<file path="src/call_mode_defines.svh">
// Purpose: constants for the call-mode and vector-map block
// Assumes: 12-bit program counter, 4-bit data nibbles
// Notes: definitions only
`ifndef CALL_MODE_DEFINES_SVH
`define CALL_MODE_DEFINES_SVH
`define MODE_SEL_BIT 3
`define STACK_SEL_RESET 4'h8
`define RESET_VEC_ADDR 12'h000
`define IRQ_VEC_BASE 12'h002
`define IRQ_VEC_LAST 12'h00D
`define TBL_BASE 12'h020
`define TBL_LAST 12'h07F
`define PUSH_COMPACT 2'h2
`define PUSH_EXTENDED 2'h3
`define CALL_CYC_COMPACT 3'h3
`define CALL_CYC_EXTENDED 3'h4
`define FCALL_CYC_COMPACT 3'h2
`define FCALL_CYC_EXTENDED 3'h3
`endif

</file>
<file path="src/call_mode_pkg.sv">
// Purpose: types shared by the call-mode block
// Assumes: nothing
// Notes: constants live in call_mode_defines.svh
package call_mode_pkg;
    typedef enum logic [3:0] {
        OP_NONE = 4'h0,
        OP_CALL = 4'h1,
        OP_FCALL = 4'h2,
        OP_XCALL = 4'h3,
        OP_XBRANCH = 4'h4,
        OP_RET = 4'h5,
        OP_LOW_DE = 4'h6,
        OP_LOW_XA = 4'h7,
        OP_TABLE = 4'h8,
        OP_SEL_WR = 4'h9,
        OP_IRQ = 4'hA
    } op_t;
    typedef struct packed {
        op_t op;
        logic [11:0] target;
        logic [7:0] pair;
        logic [3:0] nibble;
        logic [2:0] irq_index;
    } req_t;
    typedef enum logic [2:0] {
        ST_RESET = 3'b001,
        ST_RUN = 3'b010,
        ST_VEC = 3'b100
    } state_t;
endpackage

</file>
<file path="src/call_mode_core.sv">
// Purpose: call-mode selection, stack cost and program-memory vector map
// Assumes: a sequencer presents one decoded request per cycle, REQ.op OP_NONE when idle
// Notes: all outputs registered
`timescale 1ns/1ps
`include "call_mode_defines.svh"
module call_mode_core
    import call_mode_pkg::*;
(
    input wire logic SYS_CLK,
    input wire logic RESETN,
    input wire req_t REQ,
    input wire logic [11:0] PC,
    output logic [3:0] STACK_BANK_SELECT,
    output logic COMPACT_CALL_MODE,
    output logic VEC_FETCH,
    output logic [11:0] FETCH_ADDR,
    output logic [11:0] NEXT_PC,
    output logic PC_LOAD,
    output logic [1:0] STACK_BYTES,
    output logic STACK_PUSH,
    output logic STACK_POP,
    output logic [2:0] MACHINE_CYCLES,
    output logic ILLEGAL_OP
);
    // ------------------------------------------------------------
    // state
    // ------------------------------------------------------------
    state_t state_q, state_d;
    logic [3:0] sel_q, sel_d;
    logic vec_fetch_q, vec_fetch_d;
    logic [11:0] fetch_addr_q, fetch_addr_d;
    logic [11:0] next_pc_q, next_pc_d;
    logic pc_load_q, pc_load_d;
    logic [1:0] bytes_q, bytes_d;
    logic push_q, push_d;
    logic pop_q, pop_d;
    logic [2:0] cyc_q, cyc_d;
    logic illegal_q, illegal_d;
    logic compact;
    logic [1:0] dec_bytes;
    logic [2:0] dec_cycles;
    logic dec_legal;

    // selector bit: 1 compact, 0 extended
    assign compact = sel_q[`MODE_SEL_BIT];

    // per-mode byte and cycle costs come from the lookup
    call_mode_decode u_decode (
        .compact(compact),
        .op(REQ.op),
        .stack_bytes(dec_bytes),
        .cycles(dec_cycles),
        .legal(dec_legal)
    );

    // ------------------------------------------------------------
    // next-state logic
    // ------------------------------------------------------------
    always_comb begin
        state_d = state_q;
        vec_fetch_d = 1'b0;
        fetch_addr_d = fetch_addr_q;
        next_pc_d = next_pc_q;
        pc_load_d = 1'b0;
        bytes_d = 2'h0;
        push_d = 1'b0;
        pop_d = 1'b0;
        cyc_d = 3'h1;
        illegal_d = 1'b0;
        case (state_q)
            ST_RESET: begin
                // reset vector occupies two bytes, first byte here
                vec_fetch_d = 1'b1;
                fetch_addr_d = `RESET_VEC_ADDR;
                state_d = ST_VEC;
            end
            ST_VEC: begin
                // second vector byte follows the first
                vec_fetch_d = 1'b1;
                fetch_addr_d = fetch_addr_q + 12'h001;
                state_d = ST_RUN;
            end
            ST_RUN: begin
                // requests are taken only here; ST_RESET and ST_VEC drop them
                cyc_d = dec_cycles;
                case (REQ.op)
                    OP_CALL, OP_FCALL, OP_XCALL: begin
                        if (dec_legal) begin
                            push_d = 1'b1;
                            bytes_d = dec_bytes;
                            next_pc_d = REQ.target;
                            pc_load_d = 1'b1;
                        end else begin
                            illegal_d = 1'b1;
                        end
                    end
                    OP_XBRANCH: begin
                        if (dec_legal) begin
                            next_pc_d = REQ.target;
                            pc_load_d = 1'b1;
                        end else begin
                            illegal_d = 1'b1;
                        end
                    end
                    OP_RET: begin
                        pop_d = 1'b1;
                        bytes_d = dec_bytes;
                    end
                    OP_LOW_DE, OP_LOW_XA: begin
                        next_pc_d = {PC[11:8], REQ.pair};
                        pc_load_d = 1'b1;
                    end
                    OP_TABLE: begin
                        // one table entry is two bytes
                        vec_fetch_d = 1'b1;
                        fetch_addr_d = `TBL_BASE + {5'h00, REQ.target[5:0], 1'b0};
                        if (fetch_addr_d > `TBL_LAST) begin
                            illegal_d = 1'b1;
                        end
                    end
                    OP_SEL_WR: begin
                        // the register itself is written in its own group below
                    end
                    OP_IRQ: begin
                        vec_fetch_d = 1'b1;
                        fetch_addr_d = `IRQ_VEC_BASE + {8'h00, REQ.irq_index, 1'b0};
                        if (fetch_addr_d > `IRQ_VEC_LAST) begin
                            // out-of-range index: no fetch, address output keeps its value
                            illegal_d = 1'b1;
                            vec_fetch_d = 1'b0;
                            fetch_addr_d = fetch_addr_q;
                        end else begin
                            state_d = ST_VEC;
                        end
                    end
                    default: begin
                        cyc_d = 3'h1;
                    end
                endcase
            end
            default: begin
                state_d = ST_RESET;
            end
        endcase
    end

    // ------------------------------------------------------------
    // stack bank select register
    // ------------------------------------------------------------
    always_comb begin
        sel_d = sel_q;
        // one nibble write replaces selector and bank bits together
        if (state_q == ST_RUN && REQ.op == OP_SEL_WR) begin
            sel_d = REQ.nibble;
        end
    end

    always_ff @(posedge SYS_CLK) begin
        if (!RESETN) begin
            sel_q <= `STACK_SEL_RESET;
        end else begin
            sel_q <= sel_d;
        end
    end

    // ------------------------------------------------------------
    // registers
    // ------------------------------------------------------------
    always_ff @(posedge SYS_CLK) begin
        if (!RESETN) begin
            state_q <= ST_RESET;
            vec_fetch_q <= 1'b0;
            fetch_addr_q <= 12'h000;
            next_pc_q <= 12'h000;
            pc_load_q <= 1'b0;
            bytes_q <= 2'h0;
            push_q <= 1'b0;
            pop_q <= 1'b0;
            cyc_q <= 3'h1;
            illegal_q <= 1'b0;
        end else begin
            state_q <= state_d;
            vec_fetch_q <= vec_fetch_d;
            fetch_addr_q <= fetch_addr_d;
            next_pc_q <= next_pc_d;
            pc_load_q <= pc_load_d;
            bytes_q <= bytes_d;
            push_q <= push_d;
            pop_q <= pop_d;
            cyc_q <= cyc_d;
            illegal_q <= illegal_d;
        end
    end

    // ------------------------------------------------------------
    // outputs
    // ------------------------------------------------------------
    assign STACK_BANK_SELECT = sel_q;
    assign COMPACT_CALL_MODE = sel_q[`MODE_SEL_BIT];
    assign VEC_FETCH = vec_fetch_q;
    assign FETCH_ADDR = fetch_addr_q;
    assign NEXT_PC = next_pc_q;
    assign PC_LOAD = pc_load_q;
    assign STACK_BYTES = bytes_q;
    assign STACK_PUSH = push_q;
    assign STACK_POP = pop_q;
    assign MACHINE_CYCLES = cyc_q;
    assign ILLEGAL_OP = illegal_q;
endmodule

</file>
<file path="src/call_mode_decode.sv">
// Purpose: per-mode cost lookup for calls and returns
// Assumes: compact is the selector set to 1
// Notes: purely combinational
`timescale 1ns/1ps
`include "call_mode_defines.svh"
module call_mode_decode
    import call_mode_pkg::*;
(
    input wire logic compact,
    input wire op_t op,
    output logic [1:0] stack_bytes,
    output logic [2:0] cycles,
    output logic legal
);
    always_comb begin
        stack_bytes = 2'h0;
        cycles = 3'h1;
        legal = 1'b1;
        case (op)
            OP_CALL: begin
                stack_bytes = compact ? `PUSH_COMPACT : `PUSH_EXTENDED;
                cycles = compact ? `CALL_CYC_COMPACT : `CALL_CYC_EXTENDED;
            end
            OP_FCALL: begin
                stack_bytes = compact ? `PUSH_COMPACT : `PUSH_EXTENDED;
                cycles = compact ? `FCALL_CYC_COMPACT : `FCALL_CYC_EXTENDED;
            end
            OP_XCALL: begin
                legal = ~compact;
                stack_bytes = legal ? `PUSH_EXTENDED : 2'h0;
                cycles = `CALL_CYC_EXTENDED;
            end
            OP_XBRANCH: begin
                legal = ~compact;
            end
            OP_RET: begin
                stack_bytes = compact ? `PUSH_COMPACT : `PUSH_EXTENDED;
            end
            default: begin
                legal = 1'b1;
            end
        endcase
    end
endmodule

</file>
<file path="config.mk">
export PLATFORM = sky130hd
export DESIGN_NAME = call_mode_core
export DESIGN_NICKNAME = d
export VERILOG_FILES = /design/src/call_mode_pkg.sv /design/src/call_mode_core.sv /design/src/call_mode_decode.sv
export VERILOG_INCLUDE_DIRS = /design/src
export SDC_FILE = /design/constraint.sdc
export NUM_CORES = 1
export LEC_CHECK = 0
export BUFFER_PORTS_ARGS = -buffer_cell sky130_fd_sc_hd__buf_2
export CORE_MARGIN = 3
export CORE_UTILIZATION = 35
export DETAILED_ROUTE_END_ITERATION = 16
export PLACE_DENSITY = 0.66
export SLEW_MARGIN = 20
export SYNTH_ARGS = -nofsm -noshare
export SYNTH_HDL_FRONTEND = slang
export SYNTH_SLANG_ARGS = --single-unit
</file>
<file path="constraint.sdc">
create_clock -name SYS_CLK -period 2.36 [get_ports SYS_CLK]
set_clock_uncertainty 0.2 [all_clocks]
set_input_delay 0.118 -clock SYS_CLK [delete_from_list [all_inputs] [get_ports SYS_CLK]]
set_output_delay 0.118 -clock SYS_CLK [all_outputs]
set_load 0.05 [all_outputs]
</file>
### Word level (Yosys, flattened, before mapping)

Index checks and enable logic that the tools add are counted.

* bits in registers: 41
* bits of input ports: 45
* output and inout port bits: 39
* logic and storage cells: 78

* add/sub/neg operators: 3
* $lt $le $gt $ge: 2
* equality and inequality tests: 18
* muxes and demuxes: 27
* bitwise logic cells: 1
* reductions and logical operators: 16

Operators with widths (count)
* $pmux 12 s2: 2
* $pmux 12 s3: 1
* $mux 12: 2
* $pmux 3 s3: 2
* $eq 4x3->1 const B: 4
* $add 12x1->12 const B: 1
* $eq 4x4->1 const B: 3
* $reduce_and 3->1: 4
* $reduce_or 10->1: 1
* $mux 1: 9
* $mux 3: 3
* $add 6x7->8 const A: 1
* $eq 4x2->1 const B: 2
* $gt 8x7->1 const B: 1
* $pmux 2 s2: 2
* $pmux 1 s2: 3
* $reduce_or 2->1: 3
* $reduce_or 3->1: 2
* $add 2x4->5 const A: 1
* $gt 5x4->1 const B: 1
* $eq 4x1->1 const B: 1
* $mux 2: 2
* $ne 2x1->1 const B: 2
* $reduce_and 2->1: 2
* 12 further kinds: 12

### Longest topological paths before layout

* depth after elaboration: 5
* mapped depth: 8
* mapped depth without buffers: 7

### Modules after synthesis

Synthesis repeated with hierarchy kept, for this count alone.

* cell total of the unflattened synthesis: 264
* area total of the unflattened synthesis: 2338.5 µm²

Modules (own cells, without submodules)
* call_mode_core: times used 1, cells each 249, area each 2229.6 µm², sequential area each 820.8 µm²
* call_mode_decode: times used 1, cells each 15, area each 108.9 µm², sequential area each 0.0 µm²

### Least setup slack after synthesis

OpenSTA, ideal clock, no wires.

* path kind: reg-to-reg
* from: register fetch_addr_q[0] (netlist: FETCH_ADDR[0])
* to: register fetch_addr_q[8] (netlist: FETCH_ADDR[8])
* library setup time: 73 ps
* arrival: 1824 ps
* required time: 2087 ps
* slack: 264 ps
* cell stages (with the launch flop): 6
* buffers on the path: 0
* clock period less this slack: 2096 ps
* path through: dfxtp_1 ha_1 and3_1 nand2_1 or4_1 a21oi_1

* cells in the longest elaborated chain, start to end: 2

RTL lines
* start: declaration: line call_mode_core.sv:31 `logic [11:0] fetch_addr_q, fetch_addr_d;`
* start signal: assignment: line call_mode_core.sv:184 `fetch_addr_q <= fetch_addr_d;`
* $add 12x1->12: line call_mode_core.sv:80 `fetch_addr_d = fetch_addr_q + 12'h001;`
* $pmux 12 s3: line call_mode_core.sv:70 `case (state_q)`

Every way passes these cells.
A chain may end at the register's enable or synchronous reset.

### Worst setup path in the final report

* from: register state_q[1]
* to: register fetch_addr_q[0] (netlist: FETCH_ADDR[0])

* cells in the longest elaborated chain, start to end: 3
* elaborated cells between the ends (all ways): 8
* classes of those cells: eq/ne: 5; mux: 1; reduce/logical: 2

RTL lines
* start: declaration: line call_mode_core.sv:28 `state_t state_q, state_d;`
* start signal: assignment: line call_mode_core.sv:182 `state_q <= state_d;`
* $eq 3x2->1 (tied with other cells): line call_mode_core.sv:70
* $ne 3x1->1 (no source line) (tied with other cells)
* $reduce_and 3->1 (no source line)

Several ways; a longest one is shown, not always the timed one.

==> impl_metrics.tcl <==
set metrics [dict create \
    first_iter_violations 91 \
    p_per_area_nw_per_um2 603 \
    ant_nets 0 \
    initial_core_util_pct 37.3 \
    clockPowerShare_pct 27.1 \
    clkLatencyLatePin_ps 290 \
    layout_common_cells "75 x buf_2, 41 x dfxtp_1, 29 x dlygate4sd3_1" \
    routedWlPerCell_um 14.0 \
    final_max_slew_viol_count 0 \
    ys.warnings.count 0 \
    via_count 2134 \
    synthXorXnorAreaFrac_pct 2.90 \
    yosysSeqAreaShare_pct 38.8 \
    synth_mux_area_share_pct 9.05 \
    relSlewSlack_pct 59.0 \
    stdcell_count 414 \
    area_delta_synth_final_pct 40.8 \
    hold_class "input port to flop" \
    drc_errors 0 \
    comb_power_share_pct 29.7 \
    p_leak_nw 1.35 \
    syn_area_per_cell_sq_um 8.96 \
    grt_max_degree 25 \
    yosys_most_used_dff "dfxtp_1" \
    synth_edf_count 0 \
    antenna_found_initial 0 \
    cts.sinks 41 \
    synth_cell_types 52 \
    fmax_mhz 453 \
    p_int_mw 1.17 \
    p_seq_share_pct 43.2 \
    max-vdd-ir-drop_mv 0.460 \
    synth_nets 285 \
    rsz0062_at_grt "no" \
    port_buffers 75 \
    synth_area_leaders "dfxtp_1 39%, mux2i_1 8.5%, a211oi_1 5.3%, nor2_1 5.0%, nand2_1 2.7%" \
    synth-compound-area-share_pct 19.5 \
    grt_pass1_vias 2003 \
    grt_first_pass_wirelength_um 9420 \
    fill_cells 526 \
    die_area_sq_um 7010 \
    arrival_ps 2180 \
    layout-drive-gt1-share_pct 29.8 \
    routed_wl_um 5810 \
    sw_frac_of_total_pct 34.6 \
    rows 27 \
    tightest_slew_ps 609 \
    status "finished, final reports clean" \
    cp-end-kind "flop" \
    setup_violations 0 \
    core_sq_um 5680 \
    layout_commonest_cell "buf_2" \
    power.net_switching_uw 622 \
    cts_buffers 5 \
    cp_max_fo 11 \
    netlist.area_leader.share_pct 38.8 \
    finalCritPeriodShare_pct 93.6 \
    syn_area_sq_um 2110 \
    ys_async_sr_fraction_pct 0 \
    hold_viol_final 0 \
    dpl.hpwl_um 4060 \
    post-route-util_pct 52.4 \
    dp.cells 377 \
    cts_tree "yes" \
    synth-seq-cells 41 \
    period_minus_slack_ps 2210 \
    synth_area_leader_cell "dfxtp_1" \
    h-tree-depth 2 \
    grt-ovfl-total 0 \
    critPathKind "flop to flop" \
    gp_congestion 0.815 \
    syn_inst 236 \
    cp-start-kind "flop" \
    die_x_um 83.7 \
    final.setup.tns_ps 0 \
    firstDrtPassIters 4 \
    clk_pin_slew_ps 80 \
    required_ps 2330 \
    synthAdderAreaFrac_pct 2.37 \
    chipHeight_um 83.7 \
    grt_use_total_pct 16.3 \
    vias_per_cell 5.15 \
    drv_cap 0 \
    clock_path_buffers 2 \
    synth-simple-area-share_pct 23.0 \
    cts_root_buf "clkbuf_8" \
    synth_top_family_by_area "simple AND/OR/NAND/NOR gates" \
    io_pins 84 \
    nets 390 \
    antennaDiodeCount 0 \
]
-- power by group through the flow --
stage	Combinational (mW)	Sequential (mW)	Clock (mW)
after detailed placement	0.478	0.791	0
after CTS	0.521	0.776	0.501
after global placement	0.472	0.790	0
final	0.534	0.776	0.486
after floorplan	0.263	0.863	0
after global routing	0.580	0.783	0.527
-- critical path, cell delays in order, from the launching register on --
cell     delay (ps)
dfxtp_1         390
or3b_1          420
nor3b_4         290
a21oi_4         150
o21ai_0         540
nor2_1          100
-- path summary, 6_finish.rpt --
check,start,end,slack (ps),depth (start not counted)
hold reg to reg,STACK_BANK_SELECT[1],STACK_BANK_SELECT[1],300,2
hold / removal,REQ[25],NEXT_PC[10],10,3
setup / recovery,state_q[1],FETCH_ADDR[0],150,5
setup reg to reg,state_q[1],FETCH_ADDR[0],150,5
-- synthesized netlist by cell type (all sizes together) (3+ instances only) --
master	count
nor2b	4
a21oi	12
or4	4
o21ai	9
nor2	28
xor2	4
nor3b	5
xnor2	3
a211oi	15
nand2	15
dfxtp	41
or3b	3
ha	4
mux2i	18
buf	5
o31ai	6
inv	4
nand3	7
clkbuf	11
a32o	3
and3	3
-- state kept, by name (all words and copies together) (netlist names) --
register / cells
STACK_PUSH: 1
NEXT_PC: 12
ILLEGAL_OP: 1
FETCH_ADDR: 12
VEC_FETCH: 1
STACK_POP: 1
STACK_BYTES: 2
state_q: 3
STACK_BANK_SELECT: 4
MACHINE_CYCLES: 3
PC_LOAD: 1
-- metal layers --
layer  vias up  global-route usage, %  share of wire [%]
li1       1075                      -                  -
met1       971                   21.1                 45
met2        78                   26.4                 45
met3        10                   4.15                7.7
met4         0                   5.26                1.7
met5         -                      0                  0
-- per-stage QoR --
| step | hold slack (ps) | setup slack, ps | instance area [sq um] | power, mW |
|---|---|---|---|---|
| final | 10.9 | 151 | 2980 | 1.80 |
| after detailed placement | 141 | 132 | 2580 | 1.27 |
| after CTS | 1.65 | 77.4 | 2960 | 1.80 |
| after floorplan | 43.1 | 264 | 2110 | 1.13 |
| after global routing | 7.21 | 5.13 | 2980 | 1.89 |
| after global placement | 138 | 193 | 2580 | 1.26 |
-- final cells by class --
class / count / area, sq um / area share [%]
tap: 72 / 90.1 / 3.03
inverter: 4 / 15.0 / 0.504
sequential: 41 / 821 / 27.6
clock inverter: 2 / 13.8 / 0.462
timing repair buffer: 114 / 741 / 24.9
multi-input combinational: 175 / 1210 / 40.8
clock buffer: 6 / 82.6 / 2.77
-- cell families (layout without fill, tap and decap cells) --
family / after synthesis / after routing
AND/OR/NAND/NOR: 86 / 86
AO/OA/AOI/OAI: 59 / 59
flip-flops: 41 / 41
buffers and inverters: 20 / 126
multiplexers: 19 / 19
XOR/XNOR: 7 / 7
adder cells (fa/ha/maj): 4 / 4
-- timing repair --
| action | CTS | global route |
|---|---|---|
| buffers inserted | 0 | 0 |
| gates resized for setup | 0 | 2 |
| setup endpoints to repair | 0 | 8 |
| hold endpoints to repair | 20 | 0 |
| hold buffers | 29 | 0 |
No activity file was read; power rests on OpenSTA's default activity.
